<file path="src/susba_regs.vh">
`ifndef SUSBA_REGS_VH
`define SUSBA_REGS_VH

// ***************************************************************
// register map
// ***************************************************************
`define SUSBA_OFS_BUS_LEVEL    8'h7a
`define SUSBA_OFS_I2C_BASE     8'h78
`define SUSBA_OFS_PMB_BASE     8'h79
`define SUSBA_OFS_RISE_STEP    8'h7b
`define SUSBA_OFS_TARGET       8'h7c
`define SUSBA_OFS_STATUS       8'h7d
`define SUSBA_BIT_BUS_LEVEL    2
`define SUSBA_RST_BUS_LEVEL    8'h00
`define SUSBA_RST_I2C_BASE     7'h08
`define SUSBA_RST_PMB_BASE     7'h70
`define SUSBA_RST_RISE_STEP    8'h01
`define SUSBA_RST_TARGET       10'h099
`define SUSBA_ALERT_ADDR       7'h0c

// ***************************************************************
// timing
// ***************************************************************
`define SUSBA_CLK_MHZ          200
`define SUSBA_SPIKE_NS         50
`define SUSBA_SPIKE_CYC        ((`SUSBA_SPIKE_NS * `SUSBA_CLK_MHZ + 999) / 1000)
`define SUSBA_TIMEOUT_US       200
`define SUSBA_TIMEOUT_CYC      (`SUSBA_TIMEOUT_US * `SUSBA_CLK_MHZ)
`define SUSBA_NVM_CYC          8'h10

`endif

</file>
<file path="src/susba_glitch_filter.v">
`timescale 1ns/1ps
`default_nettype none
`include "susba_regs.vh"

// ***************************************************************
// spike filter: output follows input only after it held steady
// ***************************************************************
module susba_glitch_filter (
  input  wire clk_in,    // system clock
  input  wire resetn_in, // sync reset, low active
  input  wire raw_in,    // raw line level
  output reg  clean_out  // filtered level
);
  localparam integer HOLD_CYC = `SUSBA_SPIKE_CYC;
  localparam [3:0]   HOLD     = HOLD_CYC[3:0]; // 50 ns at 200 mhz fits in four bits
  reg [3:0] cnt;

  // a level shorter than the hold count is treated as a spike
  always @(posedge clk_in) begin
    if (!resetn_in) begin
      cnt       <= 4'h0;
      clean_out <= 1'b1;
    end else if (raw_in == clean_out) begin
      cnt <= 4'h0;
    end else if (cnt == HOLD) begin
      cnt       <= 4'h0;
      clean_out <= raw_in;
    end else begin
      cnt <= cnt + 4'h1;
    end
  end
endmodule
`default_nettype wire

</file>
<file path="src/susba_startup.v">
`timescale 1ns/1ps
`default_nettype none
`include "susba_regs.vh"

module susba_startup #(
  parameter TIMEOUT_CYC = `SUSBA_TIMEOUT_CYC
) (
  input  wire       clk_in,          // system clock, 200 mhz
  input  wire       resetn_in,       // sync reset, low active
  input  wire       supply_start_threshold_in, // bias above start level
  input  wire       nvm_done_in,     // memory copy finished
  input  wire [3:0] strap_band_in,   // band index from strap comparator
  input  wire       enable_pin_in,   // enable pin qualified
  input  wire       op_on_in,        // operation register on
  input  wire       onoff_cfg_ok_in, // on/off configuration agrees
  input  wire       vin_above_on_in, // input above turn-on level
  input  wire       precharge_ok_in, // pre-charge balanced
  input  wire       scl_in,          // bus clock level
  input  wire       sda_in,          // bus data level
  output wire       sda_out,         // data drive value, always 0
  output reg        sda_oe_out,      // low while pulling data low
  output reg        nvm_load_out,    // request memory copy
  output reg        bus_ready_out,   // bus slave open
  output reg        bus_level_out,   // 1: 3.3-5 v, 0: 1.8-2.5 v
  output reg        ramp_active_out, // soft-start running
  output reg [9:0]  reference_out,   // internal reference code
  output reg        min_pulse_out,   // minimum high-side pulse mode
  output reg [7:0]  high_side_pulse_out // on-time code
);
  // ***************************************************************
  // filtered bus lines
  // ***************************************************************
  wire scl_f;
  wire sda_f;

  susba_glitch_filter u_scl (
    .clk_in    (clk_in),
    .resetn_in (resetn_in),
    .raw_in    (scl_in),
    .clean_out (scl_f)
  );
  susba_glitch_filter u_sda (
    .clk_in    (clk_in),
    .resetn_in (resetn_in),
    .raw_in    (sda_in),
    .clean_out (sda_f)
  );

  // ***************************************************************
  // power-up sequencer
  // ***************************************************************
  localparam [2:0] S_RESET = 3'h0;
  localparam [2:0] S_LOAD  = 3'h1;
  localparam [2:0] S_STRAP = 3'h2;
  localparam [2:0] S_IDLE  = 3'h3;
  localparam [2:0] S_RAMP  = 3'h4;
  localparam [2:0] S_ON    = 3'h5;

  reg [2:0] state;
  reg [7:0] load_cnt;
  reg [3:0] offset;

  // registers
  reg [7:0] bus_level_config;
  reg [6:0] i2c_base;
  reg [6:0] pmb_base;
  reg [7:0] rise_step;
  reg [9:0] target;

  wire turn_on = enable_pin_in & op_on_in & onoff_cfg_ok_in & vin_above_on_in;

  // sequence: reset exit, memory copy, strap sample, then idle
  always @(posedge clk_in) begin
    if (!resetn_in) begin
      state         <= S_RESET;
      load_cnt      <= 8'h00;
      offset        <= 4'h0;
      nvm_load_out  <= 1'b0;
      bus_ready_out <= 1'b0;
    end else begin
      case (state)
        S_RESET: begin
          if (supply_start_threshold_in) begin
            state        <= S_LOAD;
            nvm_load_out <= 1'b1;
            load_cnt     <= 8'h00;
          end
        end
        S_LOAD: begin
          if (load_cnt != `SUSBA_NVM_CYC) begin
            load_cnt <= load_cnt + 8'h01;
          end
          // wait a minimum settle time as well as the done flag
          if (nvm_done_in && load_cnt == `SUSBA_NVM_CYC) begin
            nvm_load_out <= 1'b0;
            state        <= S_STRAP;
          end
        end
        S_STRAP: begin
          offset        <= strap_band_in;
          bus_ready_out <= 1'b1;
          state         <= S_IDLE;
        end
        default: begin
          if (!supply_start_threshold_in) begin
            state         <= S_RESET;
            bus_ready_out <= 1'b0;
          end else if (state == S_IDLE && turn_on && precharge_ok_in) begin
            state <= S_RAMP;
          end else if (state != S_IDLE && !turn_on) begin
            state <= S_IDLE;
          end else if (state == S_RAMP && reference_out == target) begin
            state <= S_ON;
          end
        end
      endcase
    end
  end

  // active addresses: strap offset applies to both bases
  wire [6:0] i2c_addr = i2c_base + {3'h0, offset};
  wire [6:0] pmb_addr = pmb_base + {3'h0, offset};

  // ***************************************************************
  // soft-start ramp
  // ***************************************************************
  wire [9:0] step = {2'h0, rise_step};
  wire [9:0] gap  = target - reference_out;

  // reference rises one step per tick; snaps to target at the end
  always @(posedge clk_in) begin
    if (!resetn_in) begin
      reference_out       <= 10'h000;
      ramp_active_out     <= 1'b0;
      min_pulse_out       <= 1'b0;
      high_side_pulse_out <= 8'h00;
    end else if (state == S_RAMP && turn_on) begin
      ramp_active_out <= 1'b1;
      if (reference_out < target) begin
        reference_out <= (gap > step) ? reference_out + step : target;
      end else begin
        reference_out <= target;
      end
      // start at the shortest on-time, then widen with the reference
      min_pulse_out       <= (reference_out[9:2] == 8'h00);
      high_side_pulse_out <= (reference_out[9:2] == 8'h00) ? 8'h01
                             : reference_out[9:2];
    end else if (state == S_ON && turn_on) begin
      ramp_active_out     <= 1'b0;
      min_pulse_out       <= 1'b0;
      reference_out       <= target;
      high_side_pulse_out <= target[9:2];
    end else begin
      // hard stop: reference pulled down at once
      reference_out       <= 10'h000;
      ramp_active_out     <= 1'b0;
      min_pulse_out       <= 1'b0;
      high_side_pulse_out <= 8'h00;
    end
  end

  // ***************************************************************
  // bus slave
  // ***************************************************************
  localparam [2:0] B_IDLE = 3'h0;
  localparam [2:0] B_ADDR = 3'h1;
  localparam [2:0] B_ACK  = 3'h2;
  localparam [2:0] B_DATA = 3'h3;
  localparam [2:0] B_SKIP = 3'h4;

  reg [2:0]  bst;
  reg [7:0]  shift;
  reg [3:0]  bitn;
  reg [1:0]  byten;
  reg [7:0]  ptr;
  reg        rd;
  reg        scl_d;
  reg        sda_d;
  reg [15:0] low_cnt;
  reg        ack_done;

  wire scl_rise = scl_f & ~scl_d;
  wire scl_fall = ~scl_f & scl_d;
  wire start_c  = scl_f & sda_d & ~sda_f;
  wire stop_c   = scl_f & ~sda_d & sda_f;
  wire timeout  = (low_cnt == TIMEOUT_CYC[15:0]);
  wire [7:0] nxt = {shift[6:0], sda_f};
  wire addr_hit = (nxt[7:1] == i2c_addr) || (nxt[7:1] == pmb_addr);

  reg [7:0] rdata;
  // read mux; unmapped offsets return zero
  always @* begin
    if (ptr == `SUSBA_OFS_BUS_LEVEL) begin
      rdata = bus_level_config;
    end else if (ptr == `SUSBA_OFS_I2C_BASE) begin
      rdata = {1'b0, i2c_base};
    end else if (ptr == `SUSBA_OFS_PMB_BASE) begin
      rdata = {1'b0, pmb_base};
    end else if (ptr == `SUSBA_OFS_RISE_STEP) begin
      rdata = rise_step;
    end else if (ptr == `SUSBA_OFS_TARGET) begin
      rdata = target[9:2];
    end else if (ptr == `SUSBA_OFS_STATUS) begin
      rdata = {1'b0, state, offset};
    end else begin
      rdata = 8'h00;
    end
  end

  assign sda_out = 1'b0;

  // byte-level slave; a data line held low too long drops the transfer
  always @(posedge clk_in) begin
    if (!resetn_in) begin
      bst              <= B_IDLE;
      shift            <= 8'h00;
      bitn             <= 4'h0;
      byten            <= 2'h0;
      ptr              <= 8'h00;
      rd               <= 1'b0;
      scl_d            <= 1'b1;
      sda_d            <= 1'b1;
      low_cnt          <= 16'h0000;
      sda_oe_out       <= 1'b1;
      ack_done         <= 1'b0;
      bus_level_config <= `SUSBA_RST_BUS_LEVEL;
      i2c_base         <= `SUSBA_RST_I2C_BASE;
      pmb_base         <= `SUSBA_RST_PMB_BASE;
      rise_step        <= `SUSBA_RST_RISE_STEP;
      target           <= `SUSBA_RST_TARGET;
    end else begin
      scl_d   <= scl_f;
      sda_d   <= sda_f;
      low_cnt <= (sda_f || bst == B_IDLE) ? 16'h0000
                 : (timeout ? low_cnt : low_cnt + 16'h0001);
      if (!bus_ready_out) begin
        bst        <= B_IDLE;
        sda_oe_out <= 1'b1;
      end else if (timeout) begin
        bst        <= B_IDLE;
        sda_oe_out <= 1'b1;
      end else if (stop_c) begin
        bst        <= B_IDLE;
        sda_oe_out <= 1'b1;
      end else if (start_c) begin
        bst   <= B_ADDR;
        bitn  <= 4'h0;
        byten <= 2'h0;
      end else begin
        case (bst)
          B_ADDR, B_DATA: begin
            if (scl_fall && rd && bst == B_DATA) begin
              sda_oe_out <= rdata[3'h7 - bitn[2:0]];
            end
            if (scl_rise) begin
              shift <= nxt;
              bitn  <= bitn + 4'h1;
              if (bitn == 4'h7) begin
                bst <= B_ACK;
                ack_done <= 1'b0;
                if (bst == B_ADDR) begin
                  rd <= nxt[0];
                  if (!addr_hit) bst <= B_SKIP;
                end else if (rd) begin
                  ptr <= ptr + 8'h01;
                end else if (byten == 2'h1) begin
                  ptr <= nxt;
                end else begin
                  if (ptr == `SUSBA_OFS_BUS_LEVEL) bus_level_config <= nxt;
                  if (ptr == `SUSBA_OFS_I2C_BASE) i2c_base <= nxt[6:0];
                  if (ptr == `SUSBA_OFS_PMB_BASE) pmb_base <= nxt[6:0];
                  if (ptr == `SUSBA_OFS_RISE_STEP) rise_step <= nxt;
                  if (ptr == `SUSBA_OFS_TARGET) target <= {nxt, 2'h0};
                  ptr <= ptr + 8'h01;
                end
              end
            end
          end
          B_ACK: begin
            if (scl_rise) begin
              shift <= nxt; // master ack bit lands in shift[0]
            end
            // drive ack on the falling edge, release after the next one
            if (scl_fall && !ack_done) begin
              sda_oe_out <= rd & (byten != 2'h0);
              ack_done   <= 1'b1;
            end else if (scl_fall && rd && byten != 2'h0 && shift[0]) begin
              // master nack ends the read; holding data low would block the stop
              sda_oe_out <= 1'b1;
              bst        <= B_SKIP;
            end else if (scl_fall) begin
              sda_oe_out <= 1'b1;
              bitn       <= 4'h0;
              byten      <= (byten == 2'h3) ? 2'h3 : byten + 2'h1;
              bst        <= B_DATA;
              if (rd) sda_oe_out <= rdata[7];
            end
          end
          default: begin
            sda_oe_out <= 1'b1;
          end
        endcase
      end
    end
  end

  // bus level select drives the receiver range
  always @(posedge clk_in) begin
    if (!resetn_in) begin
      bus_level_out <= 1'b0;
    end else begin
      bus_level_out <= bus_level_config[`SUSBA_BIT_BUS_LEVEL];
    end
  end
endmodule
`default_nettype wire

</file>
<file path="config.mk">
export PLATFORM = sky130hd
export DESIGN_NAME = susba_startup
export DESIGN_NICKNAME = d
export VERILOG_FILES = /design/src/susba_glitch_filter.v /design/src/susba_startup.v
export VERILOG_INCLUDE_DIRS = /design/src /design/src/src
export SDC_FILE = /design/constraint.sdc
export NUM_CORES = 1
export LEC_CHECK = 0
export BUFFER_PORTS_ARGS = -buffer_cell sky130_fd_sc_hd__buf_2
export CAP_MARGIN = 20
export CORE_UTILIZATION = 45
export CTS_CLUSTER_DIAMETER = 50
export DETAILED_ROUTE_END_ITERATION = 6
export SLEW_MARGIN = 20
export SYNTH_ARGS = -nofsm -noshare
export SYNTH_HDL_FRONTEND = slang
export SYNTH_SLANG_ARGS = --single-unit
</file>
<file path="constraint.sdc">
create_clock -name clk_in -period 4.2 [get_ports clk_in]
set_input_delay 0.42 -clock clk_in [delete_from_list [all_inputs] [get_ports clk_in]]
set_output_delay 0.42 -clock clk_in [all_outputs]
set_load 0.02 [all_outputs]
</file>
==> results of run 1 <==
## sequential cells by signal, summed over array words and instances, names as in the netlist, 2 cells and up
| register | cells |
|---|---|
| bitn | 4 |
| target | 9 |
| bst | 3 |
| u_sda.cnt | 4 |
| bus_level_config | 8 |
| low_cnt | 16 |
| rise_step | 8 |
| pmb_base | 7 |
| load_cnt | 8 |
| u_scl.cnt | 4 |
| byten | 2 |
| i2c_base | 7 |
| ptr | 8 |
| high_side_pulse_out | 8 |
| shift | 7 |
| state | 3 |
| reference_out | 10 |
| offset | 4 |
## final cells by class
class | count | share of cell area, %
Multi-Input combinational cell | 689 | 54.6
Tap cell | 220 | 3.13
Sequential cell | 132 | 30.1
Clock inverter | 9 | 1.98
Inverter | 46 | 1.97
Clock buffer | 23 | 5.44
Timing Repair Buffer | 45 | 2.76
## worst max-delay path, delay by kind of cell, from the launching register on
| kind | cells | cell delay, ps |
|---|---|---|
| fa+ha+maj | 2 | 500 |
| buf+inv | 1 | 60 |
| flops | 1 | 400 |
| compound gates | 7 | 1630 |
| simple gates | 3 | 1110 |
## cell families (layout without fill, tap and decap cells)
logic type	Yosys count	after routing	share of synthesized area, %
and+or+nand+nor	332	332	22.8
buffers and inverters	95	123	4.76
AOI/OAI and AO/OA	191	191	16.1
DFF	132	132	33.9
muxes	55	55	7.23
xor gates and xnor gates	60	60	6.75
other	1	1	0.0482
adders and majority gates	50	50	8.32
## routing by layer
layer  vias up  wire [µm]
li1       3245          -
met1      2991       9500
met2       133       8290
met3        22        793
met4         0        276
met5         -          0
## how the worst max path moves through the flow
stage	to	cells past startpoint	slack, ps
floorplan	reference_out[8]	14	560
global placement	reference_out[8]	13	510
detailed placement	reference_out[8]	13	450
CTS	reference_out[8]	13	420
global route	reference_out[7]	13	60
finish	reference_out[8]	13	390
## power by group
group | total, mW | switching, mW | internal [mW]
clock network | 1.66 | 0.561 | 1.10
logic | 0.264 | 0.154 | 0.109
registers | 1.31 | 0.0338 | 1.28
## synthesized netlist by cell type, types with 4 or more instances
library cell	n	share of area, %
dfxtp_1	132	34
nand3_1	25	1.6
xnor2_1	29	3.3
and2_1	14	1.1
a31oi_1	7	0.56
nor4_1	11	0.88
o21a_1	4	0.39
o211ai_1	9	0.87
nand3b_1	6	0.58
inv_1	46	2.2
mux2i_1	54	6.9
buf_2	5	0.32
a22o_1	9	1.0
nand4_1	11	0.88
a21oi_1	55	3.5
clkbuf_1	39	1.9
xor2_1	31	3.5
nor3b_1	10	0.96
nor2b_1	54	4.3
nor2_1	77	3.7
nor3_1	10	0.64
a21o_1	16	1.5
o22ai_1	4	0.32
a211oi_1	7	0.67
nand2_1	71	3.4
ha_1	47	7.6
and3_1	15	1.2
or3_1	9	0.72
o21ai_0	39	2.5
## stage by stage
step           total power, mW  setup slack (ps)  util (%)  area (µm²)  cells
3_3_place_gp              1.59               506      48.4        8110   1132
3_5_place_dp              1.60               449      48.5        8120   1132
4_1_cts                   3.26               416      52.4        8780   1164
2_1_floorplan             1.53               561         -        7790    916
6_report                  3.23               387      52.4        8780   1164
5_1_grt                   3.34              62.2      52.4        8780   1164
==> reports/metrics.csv, run 1 <==
metric,value,unit
max_freq,0.262,GHz
cts_max_level,4,
yosys_warnings,0,
ant_nets,0,
grt.met1_usage,30.5,%
cts_hold_buf,0,
fillerInstances,1631,
clk_latency,430,ps
post_cts_buffers,0,
rows,47,
cts_tree,built,
cp.required,4520,ps
fin_setup_tns,0,ps
path_common_cell,ha_1,
syn_nets,981,
crit_chain,"inv_1, ha_1, or3_1, o22ai_1, o21ai_0, o21ba_2, ha_1, a21o_1, a2111oi_1, o221ai_1, or3_4, and3b_1, a22o_1",
cts.clk_slew.worst_paths,60,ps
seqCellArea,0.00264,mm²
max_slew_margin,47.5,%
area_growth,12.8,%
wl_per_cell,16.2,µm
post_cts_resize_count,0,
grt_pass1_wl,30.8,mm
worst_pin_slew,782,ps
die-width,134,µm
use_met3,4.72,%
ys_seq_area_share,33.9,%
regToRegEndpoint,reference_out[8],
maxSlewViolCount,0,
cts_buffers,17,
timing.rr.start,reference_out[4],
worst_path_max_delay_cell,or3_4,
port_buffers,38,
vdd_ir_drop_max,276,µV
synth-edff-count,0,
track_usage,21.9,%
power.density,368,mW/mm²
die-area,0.0178,mm²
grt_busiest_layer,met2,
synth-async-reset-ratio,0,%
yosys.cell_types.count,72,
startpoint,reference_out[4],
arrival,4130,ps
crit_type,reg -> reg,
rsz0062_at_grt,no,
r2r_cells,13,
drv_cap,0,
grt_remaining_overflow,0,
p_leak,3.56,nW
clock-root-buffer,clkbuf_16,
io_pins,40,
drc,0,
drt-total-wl,18.9,mm
initial_utilization,46.5,%
layout_common_cells,"dfxtp_1 (132), nor2_1 (77), nand2_1 (71)",
multi_input_area,0.00480,mm²
reg2reg_slack,390,ps
layout_commonest_cell,dfxtp_1,
antenna_found_initial,0,
core,0.0168,mm²
hold_depth,3,
vias_per_cell,5.49,
final_nets,996,
syn_inst,916,
grt_max_degree,64,
drive_above_1_share,9.75,%
syn_area_per_cell,8.50,µm²
hp-start,scl_in,
status,completed,
worst_hold_path_type,in -> reg,
layout_min_cycle_time,3810,ps
syn-cell-area,0.00779,mm²
final-hold-violation-count,0,
gr-usage-met2,33.5,%
fin_hold_ws,235,ps
setup_viol,0,
drt_first_pass_iters,5,
vias,6391,
critPathMaxFanout,9,
ys_ff_latch,132,
post-route-period-util,90.8,%
place_hpwl,13.4,mm
worst_setup_path_end_kind,flop,
die_y,134,µm
clockBufferDepth,2,
numClockSinks,132,
ys.flop_type,dfxtp_1,
max_stage_delay,420,ps
grt_pass1_vias,6005,
drt-initial-drc-count,365,
routabilityCongestion,0.832,
cp-start-kind,flop,
finClkSkew,8.82,ps
antenna_cells,0,
whs_endpoint,u_scl.clean_out,
Note: power is estimated with default switching activity, not from simulation.
==> run 2, diff against run 1 <==
CELL_PAD_IN_SITES_DETAIL_PLACEMENT = 1   (was not set)
CELL_PAD_IN_SITES_GLOBAL_PLACEMENT = 2   (was not set)
CORE_UTILIZATION = 38   (was 45)
PLACE_DENSITY_LB_ADDON = 0.1   (was not set)
==> run 2 against run 1 <==
Against the previous run: utilization down 8.2 points; clock power fell by 14%; via count grew 2.5%; sequential share of layout area grew 0.12 points; non-clock buffer count is the same; worst hold slack gained 10 ps; critical endpoint unchanged; highest routed layer unchanged.
==> reports/metrics.csv, run 2 (synthesis gave the netlist of run 1 again) <==
metric,value,unit,change
crit_type,reg -> reg,,
layout_commonest_cell,dfxtp_1,,
io_pins,40,,unchanged
cp-start-kind,flop,,
fin_setup_tns,0,ps,unchanged
largest_register_ffs,16,,unchanged
grt_pass1_vias,6842,,+14%
regMostFlops,low_cnt,,
combPwrFrac,8.9,%,+0.7 points
grt_max_degree,64,,unchanged
worst_pin_slew,1010,ps,+224 ps
drt_first_pass_iters,4,,-1
place_hpwl,17.0,mm,+27%
ant_nets,0,,unchanged
grt_remaining_overflow,0,,unchanged
die-width,145,µm,+8.7%
cts_tree,built,,
top_regs,"low_cnt: 16 flops, reference_out: 10 flops, target: 9 flops",,
net-switching-power,0.804,mW,+7.3%
finalPower,3.00,mW,-7.1%
power_frac_seq,43.5,%,+3.0 points
track_usage,22.2,%,+0.38 points
wl_per_cell,18.9,µm,+17%
max_slew_margin,32.5,%,-15 points
area_growth,12.4,%,
dp_cells,1177,,+4.0%
cp.required,4510,ps,about the same
finClkSkew,10.2,ps,+1.42 ps
rsz0062_at_grt,no,,
layout_common_cells,"dfxtp_1 (132), nor2_1 (77), nand2_1 (71)",,
clk_latency,430,ps,about the same
routabilityCongestion,0.814,,-2.1%
power_frac_clock,47.6,%,-3.8 points
port_buffers,38,,unchanged
initial_utilization,39.4,%,-7.1 points
drt-total-wl,22.9,mm,+21%
drv_cap,0,,unchanged
critPathMaxFanout,9,,unchanged
drc,0,,unchanged
post-route-period-util,92.5,%,+1.7 points
grt_pass1_wl,37.1,mm,+20%
power.density,343,mW/mm²,-6.7%
max_freq,0.257,GHz,-1.9%
switching_share,26.8,%,+3.6 points
clock-root-buffer,clkbuf_16,,
post_cts_buffers,0,,unchanged
layout_min_cycle_time,3890,ps,+72.4 ps
final_nets,996,,unchanged
final-hold-violation-count,0,,unchanged
maxSlewViolCount,0,,unchanged
cts_buffers,17,,unchanged
worst_setup_path_end_kind,flop,,
status,completed,,
p_leak,3.49,nW,-1.9%
drt-initial-drc-count,276,,-24%
rows,51,,+8.5%
fin_hold_ws,245,ps,+10.2 ps
vias,6551,,+2.5%
worst_hold_path_type,in -> reg,,
vdd_ir_drop_max,257,µV,-7.1%
internal_power,2.20,mW,-11%
setup_viol,0,,unchanged
drive_above_1_share,9.97,%,+0.22 points
fillerInstances,2351,,+44%
core,0.0198,mm²,+18%
die-area,0.0211,mm²,+18%
cts_max_level,4,,unchanged
arrival,4200,ps,+70 ps
fin_cells,1208,,+3.8%
vias_per_cell,5.42,,-1.2%
cts.clk_slew.worst_paths,60,ps,about the same
clockBufferDepth,2,,unchanged
antenna_found_initial,0,,unchanged
numClockSinks,132,,unchanged
antenna_cells,0,,unchanged
die_y,145,µm,+8.7%
fin_util,44.2,%,-8.2 points
==> run 2: final timing paths <==
check | start | end | slack (ps) | cells after the start
worst max-delay path | reference_out[2] | reference_out[8] | 310 | 13
worst min-delay path | scl_in | u_scl.clean_out | 250 | 3
worst max register to register | reference_out[2] | reference_out[8] | 310 | 13
worst min register to register | target[0] | target[0] | 450 | 2
==> run 2: power groups by stage <==
| stage | Combinational (mW) | Clock (mW) | Sequential [mW] |
|---|---|---|---|
| final | 0.266 | 1.43 | 1.31 |
| after global routing | 0.296 | 1.52 | 1.31 |
| after CTS | 0.269 | 1.46 | 1.31 |
| after global placement | 0.256 | 0 | 1.33 |
| after detailed placement | 0.266 | 0 | 1.34 |
| after floorplan | 0.199 | 0 | 1.33 |
==> run 2: what timing repair did <==
action                     in CTS  in global routing
setup endpoints to repair       0                  9
resized for setup               0                  2
hold buffers                    0                  0
==> run 2: worst max-delay path: stages (launching register included) <==
cell and delay (ps):
dfxtp_1 410, inv_1 80, ha_1 360, nor3b_1 340, o22ai_2 190, o22ai_1 200, o21ba_2 190, ha_1 280
a21o_1 170, a2111oi_0 350, o221ai_1 190, or3_4 440, and3b_1 310, a22o_1 240
==> run 2: layer usage <==
metal / GRT usage (%) / part of all wire [%] / vias to the layer above
li1: - / - / 3233
met4: 7.89 / 1.8 / 0
met5: 0 / 0 / -
met1: 28.6 / 48 / 3218
met3: 3.11 / 1.8 / 24
met2: 37.8 / 48 / 76
==> run 2: area by class of cell <==
| cell class | instances | area [µm²] | share of cell area (%) |
|---|---|---|---|
| Multi-Input combinational cell | 689 | 4800 | 54.9 |
| Sequential cell | 132 | 2640 | 30.2 |
| Clock buffer | 18 | 429 | 4.90 |
| Tap cell | 265 | 332 | 3.79 |
| Timing Repair Buffer | 45 | 243 | 2.77 |
| Inverter | 46 | 173 | 1.97 |
| Clock inverter | 13 | 128 | 1.46 |
==> run 2: metrics by stage <==
stage	setup slack, ps	instance area [µm²]
6_report	314	8750
3_3_place_gp	467	8170
4_1_cts	249	8730
5_1_grt	56.5	8750
2_1_floorplan	561	7790
3_5_place_dp	280	8170
